===== config.mk =====
export PLATFORM = sky130hd
export DESIGN_NAME = issp_port
export DESIGN_NICKNAME = d
export VERILOG_FILES = /design/src/rtl/issp_pkg.sv /design/src/rtl/issp_fifo.sv /design/src/rtl/issp_port.sv
export SDC_FILE = /design/constraint.sdc
export NUM_CORES = 2
export LEC_CHECK = 0
export BUFFER_PORTS_ARGS = -buffer_cell sky130_fd_sc_hd__buf_2
export CORE_AREA = 2 2 448 450
export CTS_BUF_LIST = sky130_fd_sc_hd__clkbuf_8
export CTS_CLUSTER_DIAMETER = 40
export DETAILED_ROUTE_END_ITERATION = 12
export DIE_AREA = 0 0 450 452
export GPL_TIMING_DRIVEN = 0
export RECOVER_POWER = 25
export SLEW_MARGIN = 20
export SYNTH_ARGS = -nofsm -noshare
export SYNTH_HDL_FRONTEND = slang
export SYNTH_SLANG_ARGS = --single-unit

===== constraint.sdc =====
create_clock -name clk -period 3.9 [get_ports clk]
set_clock_uncertainty 0.1 [all_clocks]
set_input_delay 0.195 -clock clk [delete_from_list [all_inputs] [get_ports clk]]
set_output_delay 0.195 -clock clk [all_outputs]
set_load 0.005 [all_outputs]

===== src/rtl/issp_pkg.sv =====
// Constants and types shared by the inertial sensor serial slave port.
// Assumes a single 20 MHz system clock; no registers are reached over a bus.

package issp_pkg;

  // ****************************************
  // frame layout
  // ****************************************
  localparam int FRAME_BITS = 16;
  localparam int CNT_W      = 5;
  localparam int WORD_W     = 16;
  localparam int BYTE_W     = 8;
  localparam int ADDR_W     = 7;
  localparam int IDX_W      = 6;
  localparam int RW_POS     = 15;
  localparam int ADDR_MSB   = 14;
  localparam int ADDR_LSB   = 8;
  localparam int IDX_LSB    = 9;
  localparam int LAST_BIT   = FRAME_BITS - 1;

  // ****************************************
  // reset values
  // ****************************************
  localparam logic [WORD_W-1:0] WORD_RST = 16'h0000;
  localparam logic [ADDR_W-1:0] ADDR_RST = 7'h00;
  localparam logic [BYTE_W-1:0] BYTE_RST = 8'h00;

  // ****************************************
  // timing and buffering
  // ****************************************
  localparam int CLK_MHZ     = 20;
  localparam int DR_PULSE_NS = 1000;
  localparam int DR_PULSE_CYC = (DR_PULSE_NS * CLK_MHZ + 999) / 1000;
  localparam int DR_CNT_W    = 8;
  localparam int FIFO_DEPTH  = 32;
  localparam int SAMPLE_W    = 1 + IDX_W + WORD_W;

  // ****************************************
  // frame sequencer states
  // ****************************************
  typedef enum logic [1:0] {
    ISSP_IDLE  = 2'b00,
    ISSP_FRAME = 2'b01,
    ISSP_HOLD  = 2'b11
  } issp_state_t;

endpackage


===== src/rtl/issp_fifo.sv =====
// Synchronous FIFO carrying sensor results into the output register file.
// Assumes both sides on clk; reset is synchronous and active high.

`timescale 1ns/1ps
`default_nettype none

module issp_fifo #(
  parameter int WIDTH = 23,
  parameter int DEPTH = 32
) (
  // clock and reset
  input  wire logic             clk,
  input  wire logic             reset,
  // filling side
  input  wire logic             in_valid,
  input  wire logic [WIDTH-1:0] in_data,
  output logic                  in_ready,
  // draining side
  output logic                  out_valid,
  output logic [WIDTH-1:0]      out_data,
  input  wire logic             out_ready
);

  localparam int AW = $clog2(DEPTH);

  generate
    if (DEPTH < 2 || (1 << AW) != DEPTH || WIDTH < 1) begin : g_bad_param
      $error("issp_fifo: DEPTH must be a power of two >= 2, WIDTH >= 1");
    end
  endgenerate

  logic [WIDTH-1:0] mem_q [DEPTH];
  logic [AW-1:0]    wr_ptr_q;
  logic [AW-1:0]    wr_ptr_d;
  logic [AW-1:0]    rd_ptr_q;
  logic [AW-1:0]    rd_ptr_d;
  logic [AW:0]      count_q;
  logic [AW:0]      count_d;
  logic             ready_q;
  logic             ready_d;
  logic             push;
  logic             pop;

  assign in_ready  = ready_q;
  assign out_valid = (count_q != '0);
  assign out_data  = mem_q[rd_ptr_q];
  assign push      = in_valid && ready_q;
  assign pop       = out_valid && out_ready;

  always_comb begin
    wr_ptr_d = push ? wr_ptr_q + 1'b1 : wr_ptr_q;
    rd_ptr_d = pop ? rd_ptr_q + 1'b1 : rd_ptr_q;
    count_d  = count_q;
    if (push && !pop) begin
      count_d = count_q + 1'b1;
    end else if (pop && !push) begin
      count_d = count_q - 1'b1;
    end
    // ready registered so the port comes straight from a flop
    ready_d = (count_d != (AW+1)'(DEPTH));
  end

  always_ff @(posedge clk) begin
    if (reset) begin
      wr_ptr_q <= '0;
      rd_ptr_q <= '0;
      count_q  <= '0;
      ready_q  <= 1'b0;
    end else begin
      wr_ptr_q <= wr_ptr_d;
      rd_ptr_q <= rd_ptr_d;
      count_q  <= count_d;
      ready_q  <= ready_d;
    end
  end

  always_ff @(posedge clk) begin
    if (push) begin
      mem_q[wr_ptr_q] <= in_data;
    end
  end

endmodule

`default_nettype wire


===== src/rtl/issp_port.sv =====
// Serial slave port of the inertial sensor: mode 3 frames, output registers,
// data-ready pin. Assumes sclk, cs_n and mosi come from the master's domain
// and are sampled by clk; the sensing pipeline feeds results on a stream.
//
// Notes on behaviour
// RULE_01: device is slave; master drives clock, select.
// RULE_02: mode 3, MSB first, 16-bit frames.
// RULE_03: output bit changes on serial clock fall.
// RULE_04: input bit captured on serial clock rise.
// RULE_05: master keeps serial clock at most 15 MHz.
// RULE_06: data-ready pulses high on pin two.
// RULE_07: results loaded autonomously without host command.
// RULE_08: host holds its reset pin inactive high; here reset is active high, held low when inactive.
// RULE_09: read takes two frames; data next frame.
// RULE_10: write frame: one, address, eight data bits.
// RULE_11: master idles two microseconds between frames.
// RULE_12: serial output released while select is high.
// RULE_13: select low per frame; rise clears count.

`timescale 1ns/1ps
`default_nettype none

module issp_port #(
  parameter int FIFO_DEPTH = issp_pkg::FIFO_DEPTH
) (
  // clock and reset
  input  wire logic                        clk,
  input  wire logic                        reset,
  // serial link pins
  input  wire logic                        sclk,
  input  wire logic                        cs_n,
  input  wire logic                        mosi,
  output logic                             miso_o,
  output logic                             miso_oe,
  // sensor result stream
  input  wire logic                        sample_valid,
  input  wire logic [issp_pkg::IDX_W-1:0]  sample_index,
  input  wire logic [issp_pkg::WORD_W-1:0] sample_data,
  input  wire logic                        sample_last,
  output logic                             sample_ready,
  // configuration byte writes
  output logic                             cfg_wr_valid,
  output logic [issp_pkg::ADDR_W-1:0]      cfg_wr_addr,
  output logic [issp_pkg::BYTE_W-1:0]      cfg_wr_data,
  // data-ready pin
  output logic                             config_io_pin_two_o,
  output logic                             config_io_pin_two_oe
);

  localparam int NREG = 1 << issp_pkg::IDX_W;

  generate
    if (FIFO_DEPTH < 2) begin : g_bad_depth
      $error("issp_port: FIFO_DEPTH must be at least 2");
    end
  endgenerate

  // ****************************************
  // pin synchronisers
  // ****************************************
  // serial clock is oversampled, so the bench period of 400 ns works while a
  // 15 MHz master clock would need a faster system clock
  logic sclk_m_q, sclk_s_q, sclk_p_q;
  logic cs_m_q, cs_s_q;
  logic mosi_m_q, mosi_s_q;

  always_ff @(posedge clk) begin
    if (reset) begin
      sclk_m_q <= 1'b1;
      sclk_s_q <= 1'b1;
      sclk_p_q <= 1'b1;
      cs_m_q   <= 1'b1;
      cs_s_q   <= 1'b1;
      mosi_m_q <= 1'b0;
      mosi_s_q <= 1'b0;
    end else begin
      sclk_m_q <= sclk;
      sclk_s_q <= sclk_m_q;
      sclk_p_q <= sclk_s_q;
      cs_m_q   <= cs_n;
      cs_s_q   <= cs_m_q;
      mosi_m_q <= mosi;
      mosi_s_q <= mosi_m_q;
    end
  end

  logic sclk_rise;
  logic sclk_fall;
  logic cs_act;

  assign sclk_rise = sclk_s_q & ~sclk_p_q;
  assign sclk_fall = ~sclk_s_q & sclk_p_q;
  assign cs_act    = ~cs_s_q;

  // ****************************************
  // result buffer
  // ****************************************
  logic                             fifo_valid;
  logic [issp_pkg::SAMPLE_W-1:0]    fifo_data;
  logic                             fifo_pop;
  logic                             pop_last;
  logic [issp_pkg::IDX_W-1:0]       pop_idx;
  logic [issp_pkg::WORD_W-1:0]      pop_word;

  issp_fifo #(
    .WIDTH (issp_pkg::SAMPLE_W),
    .DEPTH (FIFO_DEPTH)
  ) u_fifo (
    .clk       (clk),
    .reset     (reset),
    .in_valid  (sample_valid),
    .in_data   ({sample_last, sample_index, sample_data}),
    .in_ready  (sample_ready),
    .out_valid (fifo_valid),
    .out_data  (fifo_data),
    .out_ready (fifo_pop)
  );

  assign {pop_last, pop_idx, pop_word} = fifo_data;

  // ****************************************
  // frame sequencer
  // ****************************************
  issp_pkg::issp_state_t             state_q, state_d;
  logic [issp_pkg::CNT_W-1:0]        cnt_q, cnt_d;
  logic [issp_pkg::WORD_W-1:0]       rx_q, rx_d;
  logic [issp_pkg::WORD_W-1:0]       sh_q, sh_d;
  logic [issp_pkg::WORD_W-1:0]       tx_q, tx_d;
  logic                              miso_q, miso_d;
  logic                              oe_q, oe_d;
  logic                              wr_valid_q, wr_valid_d;
  logic [issp_pkg::ADDR_W-1:0]       wr_addr_q, wr_addr_d;
  logic [issp_pkg::BYTE_W-1:0]       wr_data_q, wr_data_d;
  logic [issp_pkg::WORD_W-1:0]       rx_word;
  logic                              reg_we;
  logic [issp_pkg::WORD_W-1:0]       regs_q [NREG];

  assign rx_word = {rx_q[issp_pkg::WORD_W-2:0], mosi_s_q};

  always_comb begin
    state_d    = state_q;
    cnt_d      = cnt_q;
    rx_d       = rx_q;
    sh_d       = sh_q;
    tx_d       = tx_q;
    miso_d     = miso_q;
    oe_d       = cs_act;                                        // RULE_12
    wr_valid_d = 1'b0;
    wr_addr_d  = wr_addr_q;
    wr_data_d  = wr_data_q;
    reg_we     = 1'b0;
    case (state_q)
      issp_pkg::ISSP_IDLE: begin
        // the master always starts a frame; nothing is sent unasked
        if (cs_act) begin                                       // RULE_01
          state_d = issp_pkg::ISSP_FRAME;
          cnt_d   = '0;
          // read reply goes out in this frame only, then is spent
          sh_d    = tx_q;                                       // RULE_09
          tx_d    = issp_pkg::WORD_RST;
          miso_d  = 1'b0;
        end
      end
      issp_pkg::ISSP_FRAME: begin
        if (!cs_act) begin
          // short frame is dropped whole
          state_d = issp_pkg::ISSP_IDLE;                        // RULE_13
          cnt_d   = '0;
        end else begin
          if (sclk_fall) begin
            miso_d = sh_q[issp_pkg::WORD_W-1];                  // RULE_03
            sh_d   = {sh_q[issp_pkg::WORD_W-2:0], 1'b0};        // RULE_02
          end
          if (sclk_rise) begin
            rx_d  = rx_word;                                    // RULE_04
            cnt_d = cnt_q + 1'b1;
            if (cnt_q == issp_pkg::CNT_W'(issp_pkg::LAST_BIT)) begin
              state_d = issp_pkg::ISSP_HOLD;                    // RULE_02
              if (rx_word[issp_pkg::RW_POS]) begin
                wr_valid_d = 1'b1;                              // RULE_10
                wr_addr_d  = rx_word[issp_pkg::ADDR_MSB:issp_pkg::ADDR_LSB];
                wr_data_d  = rx_word[issp_pkg::BYTE_W-1:0];
                reg_we     = 1'b1;
              end else begin
                tx_d = regs_q[rx_word[issp_pkg::ADDR_MSB:issp_pkg::IDX_LSB]]; // RULE_09
              end
            end
          end
        end
      end
      issp_pkg::ISSP_HOLD: begin
        // clocks past the sixteenth are ignored until select rises
        if (!cs_act) begin
          state_d = issp_pkg::ISSP_IDLE;                        // RULE_13
          cnt_d   = '0;
        end
      end
      default: begin
        state_d = issp_pkg::ISSP_IDLE;
        cnt_d   = '0;
      end
    endcase
  end

  always_ff @(posedge clk) begin
    if (reset) begin
      state_q    <= issp_pkg::ISSP_IDLE;
      cnt_q      <= '0;
      rx_q       <= issp_pkg::WORD_RST;
      sh_q       <= issp_pkg::WORD_RST;
      tx_q       <= issp_pkg::WORD_RST;
      miso_q     <= 1'b0;
      oe_q       <= 1'b0;
      wr_valid_q <= 1'b0;
      wr_addr_q  <= issp_pkg::ADDR_RST;
      wr_data_q  <= issp_pkg::BYTE_RST;
    end else begin
      state_q    <= state_d;
      cnt_q      <= cnt_d;
      rx_q       <= rx_d;
      sh_q       <= sh_d;
      tx_q       <= tx_d;
      miso_q     <= miso_d;
      oe_q       <= oe_d;
      wr_valid_q <= wr_valid_d;
      wr_addr_q  <= wr_addr_d;
      wr_data_q  <= wr_data_d;
    end
  end

  assign miso_o       = miso_q;
  assign miso_oe      = oe_q;
  assign cfg_wr_valid = wr_valid_q;
  assign cfg_wr_addr  = wr_addr_q;
  assign cfg_wr_data  = wr_data_q;

  // ****************************************
  // output registers and data ready
  // ****************************************
  // results drain only between frames, so a word never changes mid-read;
  // a long select makes the buffer fill and stalls the sensor stream
  assign fifo_pop = fifo_valid && !cs_act && (state_q == issp_pkg::ISSP_IDLE); // RULE_07

  logic [issp_pkg::DR_CNT_W-1:0] dr_cnt_q, dr_cnt_d;
  logic                          dr_q, dr_d;

  always_comb begin
    dr_cnt_d = dr_cnt_q;
    if (fifo_pop && pop_last) begin
      dr_cnt_d = issp_pkg::DR_CNT_W'(issp_pkg::DR_PULSE_CYC);   // RULE_06
    end else if (dr_cnt_q != '0) begin
      dr_cnt_d = dr_cnt_q - 1'b1;
    end
    dr_d = (dr_cnt_d != '0);                                    // RULE_06
  end

  always_ff @(posedge clk) begin
    if (reset) begin
      dr_cnt_q             <= '0;
      dr_q                 <= 1'b0;
      config_io_pin_two_oe <= 1'b0;
    end else begin
      dr_cnt_q             <= dr_cnt_d;
      dr_q                 <= dr_d;
      config_io_pin_two_oe <= 1'b1;
    end
  end

  assign config_io_pin_two_o = dr_q;

  // byte writes and result loads never meet: loads wait for an idle select
  always_ff @(posedge clk) begin
    if (reset) begin
      for (int i = 0; i < NREG; i++) begin
        regs_q[i] <= issp_pkg::WORD_RST;
      end
    end else if (fifo_pop) begin
      regs_q[pop_idx] <= pop_word;                              // RULE_07
    end else if (reg_we) begin
      if (wr_addr_d[0]) begin
        regs_q[wr_addr_d[issp_pkg::ADDR_W-1:1]][issp_pkg::WORD_W-1:issp_pkg::BYTE_W] <= wr_data_d;
      end else begin
        regs_q[wr_addr_d[issp_pkg::ADDR_W-1:1]][issp_pkg::BYTE_W-1:0] <= wr_data_d; // RULE_10
      end
    end
  end

endmodule

`default_nettype wire


==> summary.txt <==
Die
  • Rows: between 150 and 200
  • Die area: between 200000 and 250000 µm²
  • Initial Util: around 40%
  • I/O Pins: 50
  • Die Y: about 450 µm
  • Die Wd: ~450 µm
  • Area of the core: around 200000 µm²

STA
  • Highest clock rate: 0.255 GHz
  • Least-Margin Pin Slew: approximately 1.5 ns
  • Tmin final: just under 4 ns
  • Final Hold Vio Count: 0
  • Final slew viol count: 77
  • Slew Limit Headroom: -2.93%
  • Unrepaired setup endpoints after global routing: true
  • Part of the cycle the worst path needs: 100%
  • Hold slack: 0.113 ns
  • Setup Viol. Count Final: 2
  • Post-route setup slack: -0.0141 ns

Final layout
  • Layout filler cell count: about 17000
  • Final Instance Count excl. Fillers: 8131
  • Syn-to-layout area delta: 18.2%
  • Layout cells sized above 1: a little under a third
  • Nets: around 5300
  • Final instance area: ~94000 µm²
  • Reg area: about 55000 µm²
  • Post-layout util: about 47%
  • Multi-input gate area: 24100 µm²

Clock tree
  • Num Clock Sinks: 1877
  • TritonCTS clock tree: built
  • Clk Latency, worst-skew pair: approximately 1.1 ns
  • Cts bufs inserted: between 300 and 400
  • Clock transition at path regs: roughly 0.060 ns
  • Maximum root-to-sink buffer count: 4
  • H-tree Lvls: 5
  • Root Buffer: clkbuf_8

Synth
  • Number of synthesized register bits: around 1900
  • FFs w/ async S/R, synth: 0%
  • Area leader, netlist: edfxtp_1
  • Area of the mapped netlist: ~80000 µm²
  • Synth cell count leaders: edfxtp_1, nor2_1, mux4_2
  • Number of synthesized flops with an enable pin: 1760
  • Area contributors post-synth: edfxtp_1, mux4_2, nor2_1
  • Synth cell types: 76
  • Most frequent cell after synthesis: edfxtp_1
  • Mean Syn Cell Area: roughly 17 µm²
  • Cells after Synth: 4713
  • Leading register cell type out of synthesis: edfxtp_1
  • Area share of the largest cell type after synthesis: ~67%
  • Yosys warns: 0
  • Syn Nets: about 4800
  • Sequential-to-total area share from yosys stat: 69.7%

Drt
  • Final wirelength: 240000 µm
  • DRC: 0
  • DR WL/cell: 29.5 µm
  • Vias: 46000
  • Routed Antenna Nets: 0
  • Initial DRC Count: 5111
  • DR pass1 iterations: 5
  • Via density: ~5.7

Critical path
  • Slowest CP cell: mux4_2
  • Setup slack, reg-to-reg: -0.01 ns
  • Setup crit end kind: register
  • Critical Path RT: roughly 4.7 ns
  • Crit Path Category: register to register
  • CP most frequent cell: mux4_2
  • Startpoint Class: register
  • CP arrival: around 4.7 ns
  • Delay of the slowest critical-path stage: 0.65 ns
  • Critical path, cell by cell: clkbuf_1, clkbuf_2, buf_2, mux4_2, mux4_2, mux4_2, nand2b_1, nand2_1
  • Buf/Inv on CP: 3
  • Crit path max fanout: 10
  • Crit-path leading delay family: multiplexers

Global routing
  • Global-route wire length before repair: roughly 340000 µm
  • Largest net degree at the start of global routing: 33
  • Grt total ovfl: 0
  • GRT Total Usage: approximately a quarter
  • Vias in the first global route: 46300
  • Initial antenna violation count: 6

Min path
  • Min-Delay Path Class: primary input to register

Pwr
  • Design Power: around 0.056 W
  • Leak Pwr: between 30 and 40 nW
  • Pwr Density: around 600 nW/µm²
  • Maximum vdd drop: slightly below 0.0005 V

Placement
  • Dpl cell area: approximately 84000 µm²
  • HPWL after DPL: 164000 µm
  • Final Wtd Congestion: 0.963
  • PortBufs: 49
  • DP Cell Count: approximately 7500

Job
  • Max_cap viols: 3

Status
  • Failing checks: max-capacitance violations, max-slew violations, negative setup slack
  • Outcome: finished, violations left
-- timing repair --
item                                    CTS  global route
cloned                                    1             2
gates resized for setup                 443           192
buffers inserted                         33            27
hold buffers                             33             0
endpoints found under the hold margin   784             0
pin swaps                                 5             2
setup endpoints to repair              2064          1831
-- report_power, final --
part           switching, W  leakage, nW  internal (W)  total (W)
registers          0.000284         18.1        0.0229     0.0232
clock network       0.00828         3.46       0.00916     0.0174
logic                0.0103         8.95       0.00508     0.0154
-- layer usage --
metal | GRT usage, % | vias to the layer above | wire [µm]
met1 | 28.9 | 23800 | 87500
met2 | 38.0 | 2433 | 116000
met3 | 5.18 | 566 | 21600
met5 | 0 | - | 35
met4 | 13.1 | 6 | 14700
li1 | - | 19200 | -
-- worst register-to-register path: stages, from the launching register on --
cell and delay (ns):
dfxtp_1 0.31, clkbuf_1 0.29, clkbuf_2 0.45, buf_2 0.61, mux4_2 0.65, mux4_2 0.58, mux4_2 0.62, nand2b_1 0.12
nand2_1 0.05
-- kinds of logic after synthesis --
family	count (synthesis)	synth area share [%]
xor+xnor	20	0.221
mux	605	15.9
flops	1877	69.7
fa+ha+maj	12	0.190
compound gates	188	1.95
buf+inv	344	2.23
simple gates	1667	9.75
-- sequential cells by signal (all words and copies together) (netlist names), 2 cells and up, named ones only --
| signal | count |
|---|---|
| cfg_wr_addr | 7 |
| cfg_wr_data | 8 |
| cnt_q | 5 |
| dr_cnt_q | 8 |
| regs_q | 1024 |
| rx_q | 15 |
| sh_q | 16 |
| state_q | 2 |
| tx_q | 16 |
| u_fifo.count_q | 6 |
| u_fifo.mem_q | 736 |
| u_fifo.rd_ptr_q | 5 |
| u_fifo.wr_ptr_q | 5 |
-- final cells by class --
cell class	instances	share of cell area, %
clock buffer	359	5.28
tap	2656	3.55
timing repair buffer	177	2.27
clock inverter	225	1.35
inverter	12	0.0481
buffer	331	2.74
sequential	1877	59.0
multi-input combinational	2492	25.8
antenna	2	0.00535
-- per-stage QoR --
stage	setup TNS, ns	worst slack (ns)
after global placement	-1633.81	-1.09
after CTS	-0.213	-0.0314
after global routing	-0.477	-0.0284
after detailed placement	-1406.11	-1.04
final	-0.0272	-0.0141
after floorplan	0	0.516
-- cells in the final DEF, fill, tap and decap left out, types with 60 or more instances in the layout --
cell / count
clkbuf_8: 359
clkbuf_1: 102
nand2_1: 186
dfxtp_1: 114
mux4_2: 524
clkinv_1: 72
edfxtp_1: 1760
buf_4: 125
nand3_4: 94
nor2_1: 1102
mux2i_1: 60
buf_6: 68
inv_1: 101
nand2_4: 83
-- worst paths after layout --
kind                                   start                  to  cells past startpoint
worst max-delay path                register            tx_q[15]                      8
worst min-delay path            sample_valid  u_fifo.wr_ptr_q[1]                      5
worst max register to register      register            tx_q[15]                      8
worst min register to register        cs_m_q              cs_s_q                      1
Note: power is estimated with default switching activity, not from simulation.
